===== config.mk =====
export PLATFORM = sky130hd
export DESIGN_NAME = aepc_chain
export DESIGN_NICKNAME = d
export VERILOG_FILES = /design/src/aepc_pkg.sv /design/src/aepc_chain.sv /design/src/aepc_fifo.sv /design/src/aepc_hpf.sv
export VERILOG_INCLUDE_DIRS = /design/src /design/src/src
export SDC_FILE = /design/constraint.sdc
export NUM_CORES = 2
export LEC_CHECK = 0
export BUFFER_PORTS_ARGS = -buffer_cell sky130_fd_sc_hd__buf_2
export CELL_PAD_IN_SITES_DETAIL_PLACEMENT = 1
export CELL_PAD_IN_SITES_GLOBAL_PLACEMENT = 2
export CORE_MARGIN = 2
export CORE_UTILIZATION = 41
export CTS_BUF_LIST = sky130_fd_sc_hd__clkbuf_16
export CTS_CLUSTER_DIAMETER = 60
export DETAILED_ROUTE_END_ITERATION = 7
export PLACE_DENSITY = 0.81
export SLEW_MARGIN = 20
export SYNTH_ARGS = -nofsm -noshare
export SYNTH_HDL_FRONTEND = slang
export SYNTH_SLANG_ARGS = --single-unit

===== constraint.sdc =====
create_clock -name mclk -period 15.4 [get_ports mclk]
set_input_delay 0 -clock mclk [delete_from_list [all_inputs] [get_ports mclk]]
set_output_delay 0 -clock mclk [all_outputs]
set_load 0.05 [all_outputs]

===== src/aepc_defines.svh =====
`ifndef AEPC_DEFINES_SVH
`define AEPC_DEFINES_SVH

// Register byte offsets
`define AEPC_REG_CTRL 5'h00
`define AEPC_REG_STATUS 5'h04
`define AEPC_REG_POWER 5'h08
`define AEPC_REG_ECOUNT 5'h0C
`define AEPC_CTRL_RESET 4'h1

// Field positions
`define AEPC_CTRL_HPF_BIT 0
`define AEPC_CTRL_FSEL_LSB 1
`define AEPC_CTRL_FSEL_MSB 3

// Filter shifts: 2^9 gives ~4.4 Hz, 2^8 gives ~8.7 Hz at MCLK/256
`define AEPC_HPF_SHIFT 9
`define AEPC_LPF_SHIFT 8

// Energy threshold shift for select 00; 01..11 step down by one
`define AEPC_E_SHIFT_MAX 6'h2B
`define AEPC_ACC_W 48

// No-load floor: 0.0015 % of full-scale product
`define AEPC_NOLOAD_PPM 15
`define AEPC_NOLOAD_MIN (34'((64'h1 << 30) * `AEPC_NOLOAD_PPM / 1000000))
`define AEPC_FSEL_NOLOAD_OFF 3'h3

// Samples discarded while the converters settle
`define AEPC_SETTLE_SAMPLES 2'h3

// Power-up pulse inhibit
`define AEPC_POR_HOLD_MS 1000
`define AEPC_CLK_KHZ 200000
`define AEPC_POR_HOLD_CYC (`AEPC_POR_HOLD_MS * `AEPC_CLK_KHZ)
`define AEPC_POR_W 28

`define AEPC_FIFO_DEPTH 4

`endif


===== src/aepc_pkg.sv =====
package aepc_pkg;

  typedef struct packed {
    logic [15:0] ch1;
    logic [15:0] ch0;
  } aepc_sample_t;

  typedef struct packed {
    logic [2:0] freq_select;
    logic highpass_enable;
  } aepc_ctrl_t;

  typedef enum logic [4:0] {
    S_IDLE = 5'h01,
    S_FILT = 5'h02,
    S_MUL = 5'h04,
    S_LPF = 5'h08,
    S_ACC = 5'h10
  } aepc_state_t;

  typedef struct packed {
    logic [16:0] hp0;
    logic [16:0] hp1;
    logic [33:0] prod;
    logic [41:0] lpf;
    logic [47:0] acc_e;
    logic [47:0] acc_c;
    logic [1:0] settle;
    logic side;
    logic [31:0] ecnt;
  } aepc_dp_t;

endpackage : aepc_pkg


===== src/aepc_chain.sv =====
`timescale 1ns/1ps
`include "aepc_defines.svh"
module aepc_chain
  import aepc_pkg::*;
#(
  parameter int unsigned POR_HOLD_CYC = `AEPC_POR_HOLD_CYC
) (
  input wire logic mclk,
  input wire logic sys_rst,
  input wire logic master_clear_n,
  input wire logic supply_low,
  input wire logic smp_valid,
  input wire aepc_sample_t smp_data,
  output logic smp_ready,
  input wire logic [4:0] avs_address,
  input wire logic avs_read,
  input wire logic avs_write,
  input wire logic [31:0] avs_writedata,
  input wire logic [3:0] avs_byteenable,
  output logic [31:0] avs_readdata,
  output logic avs_waitrequest,
  output logic energy_pulse_a,
  output logic energy_pulse_b,
  output logic calibration_pulse
);
  logic chain_rst;
  aepc_ctrl_t ctrl_r, ctrl_nxt;
  logic ack_r, ack_nxt;
  logic [31:0] rdata_r, rdata_nxt;
  logic [`AEPC_POR_W-1:0] por_r, por_nxt;
  logic inhibit;
  aepc_state_t st_r, st_nxt;
  aepc_dp_t dp_r, dp_nxt;
  logic pa_r, pa_nxt, pb_r, pb_nxt, pc_r, pc_nxt;
  logic fifo_valid, fifo_pop;
  aepc_sample_t fifo_data, smp_r, smp_nxt;
  logic [16:0] hp_y [2];
  logic signed [33:0] lpf_out;

  // Supply monitor and master clear both act as the same chain reset
  assign chain_rst = sys_rst | ~master_clear_n | supply_low;

  // Input samples arrive at MCLK/256; FIFO absorbs jitter of the source
  aepc_fifo #(
    .WIDTH($bits(aepc_sample_t)),
    .DEPTH(`AEPC_FIFO_DEPTH)
  ) u_fifo (
    .mclk(mclk),
    .sys_rst(chain_rst),
    .in_valid(smp_valid),
    .in_ready(smp_ready),
    .in_data(smp_data),
    .out_valid(fifo_valid),
    .out_ready(st_r == S_IDLE),
    .out_data(fifo_data)
  );
  assign fifo_pop = fifo_valid & (st_r == S_IDLE);

  // Same filter on both channels, stepped by one strobe
  for (genvar ch = 0; ch < 2; ch++) begin : g_hpf
    aepc_hpf u_hpf (
      .mclk(mclk),
      .sys_rst(chain_rst),
      .x((ch == 0) ? smp_r.ch0 : smp_r.ch1),
      .enable(ctrl_r.highpass_enable),
      .step(st_r == S_FILT),
      .y(hp_y[ch])
    );
  end

  assign lpf_out = 34'($signed(dp_r.lpf) >>> `AEPC_LPF_SHIFT);

  function automatic logic [5:0] cal_ratio_log2(input logic [2:0] fs);
    case (fs)
      3'h0: cal_ratio_log2 = 6'h6;
      3'h1: cal_ratio_log2 = 6'h5;
      3'h2: cal_ratio_log2 = 6'h4;
      3'h3: cal_ratio_log2 = 6'hB;
      3'h4: cal_ratio_log2 = 6'h7;
      3'h5: cal_ratio_log2 = 6'h6;
      3'h6: cal_ratio_log2 = 6'h5;
      default: cal_ratio_log2 = 6'h4;
    endcase
  endfunction : cal_ratio_log2

  // Power-up inhibit timer; restarts on every supply dip
  always_comb begin
    por_nxt = por_r;
    if (por_r != '0) begin
      por_nxt = por_r - 1'b1;
    end
  end
  assign inhibit = (por_r != '0);

  always_ff @(posedge mclk) begin
    if (sys_rst || supply_low) begin
      por_r <= `AEPC_POR_W'(POR_HOLD_CYC);
    end else begin
      por_r <= por_nxt;
    end
  end

  // Processing sequence and energy-to-pulse conversion
  always_comb begin
    logic [5:0] sh_e;
    logic [5:0] sh_c;
    logic [47:0] thr_e;
    logic [47:0] thr_c;
    logic [47:0] inc;
    logic [47:0] sum_e;
    logic [47:0] sum_c;
    logic noload;
    sh_e = `AEPC_E_SHIFT_MAX - {4'h0, ctrl_r.freq_select[1:0]};
    sh_c = sh_e - cal_ratio_log2(ctrl_r.freq_select);
    thr_e = 48'h1 << sh_e;
    thr_c = 48'h1 << sh_c;
    noload = (lpf_out < $signed(`AEPC_NOLOAD_MIN))
      && (ctrl_r.freq_select != `AEPC_FSEL_NOLOAD_OFF);
    inc = (lpf_out > 0) ? 48'(lpf_out) : 48'h0;
    sum_e = dp_r.acc_e + inc;
    sum_c = dp_r.acc_c + inc;
    st_nxt = st_r;
    dp_nxt = dp_r;
    smp_nxt = smp_r;
    pa_nxt = 1'b0;
    pb_nxt = 1'b0;
    pc_nxt = 1'b0;
    case (st_r)
      S_IDLE: begin
        if (fifo_pop) begin
          // Unsettled converter output is treated as zero
          if (dp_r.settle != `AEPC_SETTLE_SAMPLES) begin
            smp_nxt = '0;
            dp_nxt.settle = dp_r.settle + 2'h1;
          end else begin
            smp_nxt = fifo_data;
          end
          st_nxt = S_FILT;
        end
      end
      S_FILT: begin
        dp_nxt.hp0 = hp_y[0];
        dp_nxt.hp1 = hp_y[1];
        st_nxt = S_MUL;
      end
      S_MUL: begin
        dp_nxt.prod = 34'($signed(dp_r.hp0) * $signed(dp_r.hp1));
        st_nxt = S_LPF;
      end
      S_LPF: begin
        dp_nxt.lpf = 42'($signed(dp_r.lpf) + 42'($signed(dp_r.prod))
          - 42'(lpf_out));
        st_nxt = S_ACC;
      end
      S_ACC: begin
        if (!noload) begin
          dp_nxt.acc_e = sum_e;
          dp_nxt.acc_c = sum_c;
          if (sum_e >= thr_e) begin
            dp_nxt.acc_e = sum_e - thr_e;
            dp_nxt.side = ~dp_r.side;
            dp_nxt.ecnt = dp_r.ecnt + 32'h1;
            // Inhibit drops pulses only; energy keeps accumulating
            pa_nxt = ~inhibit & ~dp_r.side;
            pb_nxt = ~inhibit & dp_r.side;
          end
          if (sum_c >= thr_c) begin
            dp_nxt.acc_c = sum_c - thr_c;
            pc_nxt = ~inhibit;
          end
        end
        st_nxt = S_IDLE;
      end
      default: begin
        st_nxt = S_IDLE;
      end
    endcase
  end

  always_ff @(posedge mclk) begin
    if (chain_rst) begin
      st_r <= S_IDLE;
      dp_r <= '0;
      smp_r <= '0;
      pa_r <= 1'b0;
      pb_r <= 1'b0;
      pc_r <= 1'b0;
    end else begin
      st_r <= st_nxt;
      dp_r <= dp_nxt;
      smp_r <= smp_nxt;
      pa_r <= pa_nxt;
      pb_r <= pb_nxt;
      pc_r <= pc_nxt;
    end
  end

  assign energy_pulse_a = pa_r;
  assign energy_pulse_b = pb_r;
  assign calibration_pulse = pc_r;

  // Avalon slave: one wait cycle per access, read data registered
  always_comb begin
    ack_nxt = (avs_read | avs_write) & ~ack_r;
    ctrl_nxt = ctrl_r;
    rdata_nxt = rdata_r;
    if (avs_write && ack_r && avs_address == `AEPC_REG_CTRL && avs_byteenable[0]) begin
      ctrl_nxt.highpass_enable = avs_writedata[`AEPC_CTRL_HPF_BIT];
      ctrl_nxt.freq_select = avs_writedata[`AEPC_CTRL_FSEL_MSB:`AEPC_CTRL_FSEL_LSB];
    end
    if (avs_read && !ack_r) begin
      case (avs_address)
        `AEPC_REG_CTRL: rdata_nxt = {28'h0, ctrl_r};
        `AEPC_REG_STATUS: rdata_nxt = {27'h0, ~smp_ready,
          (dp_r.settle == `AEPC_SETTLE_SAMPLES), st_r != S_IDLE, inhibit, chain_rst};
        `AEPC_REG_POWER: rdata_nxt = lpf_out[33:2];
        `AEPC_REG_ECOUNT: rdata_nxt = dp_r.ecnt;
        default: rdata_nxt = 32'h0;
      endcase
    end
  end

  always_ff @(posedge mclk) begin
    if (sys_rst) begin
      ack_r <= 1'b0;
      ctrl_r <= `AEPC_CTRL_RESET;
      rdata_r <= 32'h0;
    end else begin
      ack_r <= ack_nxt;
      ctrl_r <= ctrl_nxt;
      rdata_r <= rdata_nxt;
    end
  end

  assign avs_waitrequest = (avs_read | avs_write) & ~ack_r;
  assign avs_readdata = rdata_r;
endmodule : aepc_chain


===== src/aepc_fifo.sv =====
`timescale 1ns/1ps
module aepc_fifo #(
  parameter int unsigned WIDTH = 32,
  parameter int unsigned DEPTH = 4
) (
  input wire logic mclk,
  input wire logic sys_rst,
  input wire logic in_valid,
  output logic in_ready,
  input wire logic [WIDTH-1:0] in_data,
  output logic out_valid,
  input wire logic out_ready,
  output logic [WIDTH-1:0] out_data
);
  localparam int unsigned PW = (DEPTH > 1) ? $clog2(DEPTH) : 1;

  logic [WIDTH-1:0] mem_r [DEPTH];
  logic [PW-1:0] wr_r, wr_nxt, rd_r, rd_nxt;
  logic [PW:0] cnt_r, cnt_nxt;
  logic push, pop;

  assign in_ready = (cnt_r != (PW+1)'(DEPTH));
  assign out_valid = (cnt_r != '0);
  assign push = in_valid & in_ready;
  assign pop = out_valid & out_ready;
  assign out_data = mem_r[rd_r];

  always_comb begin
    wr_nxt = wr_r;
    rd_nxt = rd_r;
    if (push) begin
      wr_nxt = (wr_r == PW'(DEPTH - 1)) ? '0 : PW'(wr_r + 1'b1);
    end
    if (pop) begin
      rd_nxt = (rd_r == PW'(DEPTH - 1)) ? '0 : PW'(rd_r + 1'b1);
    end
    cnt_nxt = cnt_r + (PW+1)'(push) - (PW+1)'(pop);
  end

  always_ff @(posedge mclk) begin
    if (sys_rst) begin
      wr_r <= '0;
      rd_r <= '0;
      cnt_r <= '0;
    end else begin
      wr_r <= wr_nxt;
      rd_r <= rd_nxt;
      cnt_r <= cnt_nxt;
    end
    if (push) begin
      mem_r[wr_r] <= in_data;
    end
  end
endmodule : aepc_fifo


===== src/aepc_hpf.sv =====
`timescale 1ns/1ps
`include "aepc_defines.svh"
module aepc_hpf (
  input wire logic mclk,
  input wire logic sys_rst,
  input wire logic [15:0] x,
  input wire logic enable,
  input wire logic step,
  output logic [16:0] y
);
  // DC estimate kept with extra fraction bits so tiny offsets still converge
  logic signed [31:0] dc_r, dc_nxt;
  logic signed [16:0] xs;

  assign xs = 17'($signed(x));

  always_comb begin
    if (enable) begin
      y = 17'(xs - 17'(dc_r >>> `AEPC_HPF_SHIFT));
    end else begin
      y = xs;
    end
    dc_nxt = dc_r;
    if (step && enable) begin
      dc_nxt = dc_r + 32'($signed(y));
    end
  end

  always_ff @(posedge mclk) begin
    if (sys_rst) begin
      dc_r <= '0;
    end else begin
      dc_r <= dc_nxt;
    end
  end
endmodule : aepc_hpf


Word-level counts from Yosys, hierarchy flattened --
Memories as Yosys holds them, arrays and structs flattened. A register that Yosys moved wholly into a read port is not among the register bits. Index checks and enable logic that the tools add are counted. Widths: inputs -> output; s select.
Word-level totals: flip-flop bits (word level) 417, bits in latches 0, RAM bits 128, memory bits (read-only) 0, bits of input ports 80, output and inout bits 37, logic and storage cells 126, memories kept 1
Memory list:
- u_fifo.mem_r | words 4, width 32, rd ports 1, clocked after memory_dff 1, write ports 1, RTL line aepc_fifo.sv:17 | logic [WIDTH-1:0] mem_r [DEPTH];
Operators by class: $add $sub $neg 19, multipliers 1, divide/modulo/power cells 0, magnitude comparators 4, eq/ne operators 21, shifts and indexed selects 2, multiplexer cells 16, bitwise gates (word level) 17, reductions and logical operators 20
Operator list (count):
- $mux 48 | 3
- $pmux 32 s4 | 1
- $add 48x48->48 | 2
- $ge 48x48->1 | 2
- $shl 1x6->48 const A | 2
- $sub 48x48->48 | 2
- $add 32x17->32 | 2
- $add 42x34->42 | 1
- $sub 42x34->42 | 1
- $gt 34x1->1 const B | 1
- $lt 34x15->1 const B | 1
- $mul 17x17->34 | 1
- $mux 17 | 2
- $sub 16x17->17 | 2
- $add 32x1->32 const B | 1
- $mux 32 | 1
- $reduce_bool 28->1 | 1
- $sub 28x1->28 const B | 1
- $pmux 5 s4 | 1
- $pmux 4 s4 | 1
- $eq 5x4->1 const B | 3
- $eq 5x3->1 const B | 2
- $eq 3x3->1 const B | 3
- $not 1->1 | 9
- 30 further kinds | 54

Logic depth before layout (Yosys ltp) --
depth after elaboration 8, depth in mapped cells 38, mapped depth without buffers 35

By module --
From an unflattened synthesis, not the netlist that was laid out.
Second synthesis, totals: cells, all modules 5649, area total of the unflattened synthesis 48141.2 µm²
By module, submodules not included:
- aepc_chain | times used 1, cells each 4537, area each 36393.7 µm², seq. area each 6926.6 µm²
- aepc_fifo | times used 1, cells each 216, area each 5093.6 µm², seq. area each 4023.9 µm²
- aepc_hpf (g_hpf[0].u_hpf) | times used 1, cells each 484, area each 3489.6 µm², seq. area each 520.5 µm²
- aepc_hpf (g_hpf[1].u_hpf) | times used 1, cells each 412, area each 3164.3 µm², seq. area each 520.5 µm²

Least setup slack after synthesis --
Ideal clock, no wire load.
path kind register to register, start reg dp_r[172] in the netlist's numbering, end reg dp_r[66] in the netlist's numbering, setup time 70 ps, data arrival time 7795 ps, required time 15330 ps, path slack 7535 ps, cell stages (with the launch flop) 37, path through dfxtp_1 clkbuf_1 inv_1 ha_1 and4_1 a41oi_1 clkbuf_1 nand2_1 fa_1 nor2b_1 o21ai_0 a21oi_1 a211oi_1 o21a_1 o21ai_1 o311ai_1 a2111oi_1 o31ai_1 o21ai_0 or2_2 a21oi_1 xnor2_1 ha_1 a21o_1 a21oi_1 o21ai_0 a31o_2 a221o_1 a21oi_1 nor2b_1 o21ai_0 nand2b_1 a211oi_2 clkbuf_1 clkbuf_1 a21oi_1 a21oi_1
On the way: longest elaborated chain between the ends 5, elaborated cells on any way between the ends 10
Ends and longest elaborated chain:
- start, declared | RTL line aepc_chain.sv:33 | aepc_dp_t dp_r, dp_nxt;
- start signal, assigned | RTL line aepc_chain.sv:190 | dp_r <= dp_nxt;
- $gt 34x1->1 | RTL line aepc_chain.sv:119 | inc = (lpf_out > 0) ? 48'(lpf_out) : 48'h0;
- $mux 48 | RTL line aepc_chain.sv:119
- $add 48x48->48 | RTL line aepc_chain.sv:121 | sum_c = dp_r.acc_c + inc;
- $sub 48x48->48 / $ge 48x48->1 (equally long branches) | RTL line aepc_chain.sv:168, aepc_chain.sv:167
- $mux 48 | RTL line aepc_chain.sv:167 | if (sum_c >= thr_c) begin
Several ways; a longest one is shown, not always the timed one. A chain may end at the register's enable or synchronous reset.

Final worst setup path --
start reg dp_r[172] in the netlist's numbering, end reg dp_r[44] in the netlist's numbering
The elaborated chain is that of the path after synthesis.

==> impl_metrics.env <==
export IMPL_status="finished clean"
export IMPL_layout_nets=6202
export IMPL_synth_top_family_by_area="adder cells"
export IMPL_first_global_vias=39000
export IMPL_ir_worst_vdd_uv=104
export IMPL_timing_fmax_mhz=105
export IMPL_powerDensity_mw_per_mm2=67.0
export IMPL_ctsRootBufferMaster="clkbuf_16"
export IMPL_hold_viol=0
export IMPL_period_share=0.620
export IMPL_critPathBufInv=5
export IMPL_grt_first_pass_wirelength_mm=214
export IMPL_cp_max_fo=70
export IMPL_io_pins=117
export IMPL_min_period_ns=9.54
export IMPL_die_area_mm2=0.114
export IMPL_numPortBuffers=85
export IMPL_grt_use_total=0.235
export IMPL_synth_xor_area_share=0.0606
export IMPL_whs_path_depth=5
export IMPL_netlist_cell_type_count=92
export IMPL_cap_viol_max_count=0
export IMPL_cp_slowest_cell="a2111oi_1"
export IMPL_final_antenna_net_count=0
export IMPL_critPathMaxStageDelay_ns=0.65
export IMPL_critPathTopFamily="compound AO/OA/AOI/OAI gates"
export IMPL_p_leak_nw=21.0
export IMPL_gp_congestion=0.861
export IMPL_drc_errors=0
export IMPL_grt_max_degree=83
export IMPL_arrival_ns=10.01
export IMPL_area_delta_synth_final_pct=11.5
export IMPL_dr_pass1_iters=5
export IMPL_syn_avg_cell_area_um2=8.58
export IMPL_synthSimpleGateAreaFrac=0.173
export IMPL_synthArstFlopShare=0
export IMPL_chipHeight_um=337
export IMPL_hpwlAfterDp_mm=100
export IMPL_worstSetupStartpointType="flop"
export IMPL_multi_input_area_mm2=0.0308
export IMPL_cts_setup_buffers=0
export IMPL_holdBufCountCts=53
export IMPL_drtIter0Drc=1468
export IMPL_crit_type="reg -> reg"
export IMPL_final_max_slew_violation_count=0
export IMPL_seq_area_mm2=0.0120
export IMPL_clockBufferDepth=3
export IMPL_post_drt_wl_per_cell_um=19.0
export IMPL_ys_ff_latch=535
export IMPL_clkPwrFrac=0.524
export IMPL_netlist_area_mm2=0.0455
export IMPL_grt_remaining_overflow=0
export IMPL_antenna_found_initial=1
export IMPL_clk_pin_slew_ns=0.06
export IMPL_htree_levels=3
export IMPL_clk_latency_ns=0.67
export IMPL_p_sw_uw=837
export IMPL_synth_edff_count=128
export IMPL_tightestPinTransition_ns=1.03
export IMPL_diodes=0
export IMPL_intPower_mw=2.57
export IMPL_synth_adder_area_share=0.252
export IMPL_cts_resized=0
export IMPL_slew_headroom=0.311
export IMPL_p_seq_frac=0.427
export IMPL_setup_tns_ns=0
export IMPL_clkSinkCount=535
export IMPL_wirelength_mm=132
export IMPL_cts_tree="yes"
export IMPL_start_util=0.413
export IMPL_place_ws_ns=5.81
export IMPL_drive_above_1_share=0.0665
export IMPL_numCtsBuffers=75
export IMPL_switching_share=0.246
export IMPL_n_fill_cell=13000
export IMPL_post_drt_via_cell_ratio=5.31
export IMPL_stdcell_count=6961
export IMPL_crit_cells=37
export IMPL_dp_cells=6772
export IMPL_fin_ws_ns=5.86
export IMPL_rows=122
export IMPL_power_share_combinational=0.049
export IMPL_dominantRegCellSynth="dfxtp_1"
export IMPL_yosys_warnings=0
export IMPL_ys_seq_area_frac=0.263
export IMPL_rr_worst_depth=37
export IMPL_core_mm2=0.110
export IMPL_endpoint_kind="flop"
export IMPL_finalSetupViolCount=0
export IMPL_die_w_um=337
export IMPL_rsz0062_at_grt="false"
export IMPL_syn_inst=5305
export IMPL_vias=37000
export IMPL_synth_compound_area_frac=0.157
export IMPL_finClkSkew_ns=0.0486
export IMPL_worstPathRequired_ns=15.87
export IMPL_synth_area_mux_share=0.0273
export IMPL_hold_class="in -> reg"
## state kept, by name (all words and copies together) (netlist names), named ones only
name               cells
calibration_pulse      1
u_fifo.cnt_r           3
energy_pulse_a         1
u_fifo.mem_r         128
ack_r                  1
por_r                 28
u_fifo.rd_r            2
avs_readdata          32
g_hpf.u_hpf.dc_r      52
st_r                   5
dp_r                 241
u_fifo.wr_r            2
smp_r                 32
energy_pulse_b         1
ctrl_r                 4
## path summary, 6_finish.rpt
path	endpoint	slack, ns	startpoint
setup / recovery	dp_r[44]	5.86	dp_r[172]
hold / removal	avs_readdata[28]	0.04	avs_read
setup reg to reg	dp_r[44]	5.86	dp_r[172]
hold reg to reg	dp_r[183]	0.45	dp_r[183]
## per-stage QoR
step	hold WS [ns]	power [mW]	cell area (µm²)	util
6_report	0.0418	3.40	50800	0.460
5_1_grt	0.0611	3.52	50800	0.460
4_1_cts	0.0153	3.45	50800	0.460
3_5_place_dp	0.217	1.64	47700	0.432
3_3_place_gp	0.211	1.64	47700	0.432
2_1_floorplan	0.0989	1.59	45800	-
## area by class of cell
cell class	instances	share of cell area
Timing Repair Buffer	196	0.0274
Sequential cell	535	0.236
Clock inverter	59	0.0124
Tap cell	1488	0.0367
Multi-Input combinational cell	4031	0.607
Inverter	575	0.0425
Clock buffer	77	0.0379
## power groups by stage
stage	registers (mW)	logic [mW]	clock network [mW]
finish	1.45	0.166	1.79
global route	1.45	0.184	1.89
CTS	1.45	0.166	1.83
detailed placement	1.48	0.156	0
global placement	1.48	0.153	0
floorplan	1.48	0.110	0
## cells in the mapped netlist, types with 8 or more instances
| cell type | instances | share of area |
|---|---|---|
| a31oi_1 | 24 | 0.0033 |
| clkbuf_1 | 204 | 0.017 |
| fa_1 | 346 | 0.15 |
| xnor2_1 | 189 | 0.036 |
| a21oi_1 | 505 | 0.056 |
| o21ai_1 | 10 | 0.0011 |
| o211ai_1 | 13 | 0.0021 |
| nor3_1 | 81 | 0.0089 |
| or3_1 | 50 | 0.0069 |
| dfxtp_1 | 407 | 0.18 |
| a21boi_0 | 22 | 0.0036 |
| and2_1 | 162 | 0.022 |
| a211oi_1 | 53 | 0.0087 |
| buf_1 | 12 | 0.00099 |
| mux2_2 | 27 | 0.0067 |
| o21ai_0 | 183 | 0.020 |
| o21bai_1 | 43 | 0.0071 |
| nand2b_1 | 57 | 0.0078 |
| edfxtp_1 | 128 | 0.084 |
| a21o_1 | 113 | 0.019 |
| ha_1 | 362 | 0.099 |
| o31ai_1 | 17 | 0.0028 |
| o21a_1 | 36 | 0.0059 |
| o31a_1 | 12 | 0.0023 |
| or2_2 | 12 | 0.0016 |
| xor2_1 | 124 | 0.024 |
| nand3_1 | 116 | 0.013 |
| a22oi_1 | 32 | 0.0053 |
| a41oi_1 | 10 | 0.0019 |
| mux2i_1 | 13 | 0.0029 |
| mux4_2 | 36 | 0.018 |
| and3_1 | 34 | 0.0047 |
| nor2_1 | 391 | 0.032 |
| nand2_1 | 669 | 0.055 |
| nand4_1 | 31 | 0.0043 |
| nor4_1 | 18 | 0.0025 |
| nor2b_1 | 49 | 0.0067 |
| nor3b_1 | 9 | 0.0015 |
| a211o_1 | 8 | 0.0015 |
| inv_1 | 573 | 0.047 |
## layout by cell type, fill, tap and decap left out, drive strengths merged, types with 31 or more instances in the layout
| cell type | count |
|---|---|
| a211oi | 56 |
| a21o | 113 |
| nor2 | 391 |
| buf | 143 |
| a22oi | 32 |
| mux4 | 36 |
| nor2b | 49 |
| ha | 362 |
| dlygate4sd3 | 53 |
| dfxtp | 407 |
| o21ai | 194 |
| and2 | 164 |
| xor2 | 125 |
| edfxtp | 128 |
| nand4 | 31 |
| clkbuf | 77 |
| o21bai | 44 |
| nand2b | 57 |
| xnor2 | 189 |
| or3 | 50 |
| nand2 | 669 |
| inv | 597 |
| fa | 346 |
| a21oi | 508 |
| nor3 | 81 |
| nand3 | 116 |
| o21a | 36 |
| and3 | 34 |
| conb | 61 |
## kinds of logic (layout without fill, tap and decap cells)
family / count (synthesis) / after routing
buffers and inverters: 798 / 907
other: 2 / 61
flip-flops: 535 / 535
AND/OR/NAND/NOR: 1709 / 1709
adder cells (fa/ha/maj): 711 / 711
AO/OA/AOI/OAI: 1160 / 1160
multiplexers: 76 / 76
XOR/XNOR: 314 / 314
## per-layer routing
metal  wire [µm]  GRT usage  vias up
met5          13          0        -
met4        3110     0.0588        2
met3        3540     0.0268      162
met2       65100      0.414      418
met1       60500      0.306    18300
li1            -          -    18100
## worst min-delay path: cells and delay by family
| kind | cells | cell delay [ns] |
|---|---|---|
| compound gates | 1 | 0.20 |
| buf+inv | 2 | 0.35 |
| simple gates | 2 | 0.10 |
Power figures use the tool's default switching activity.
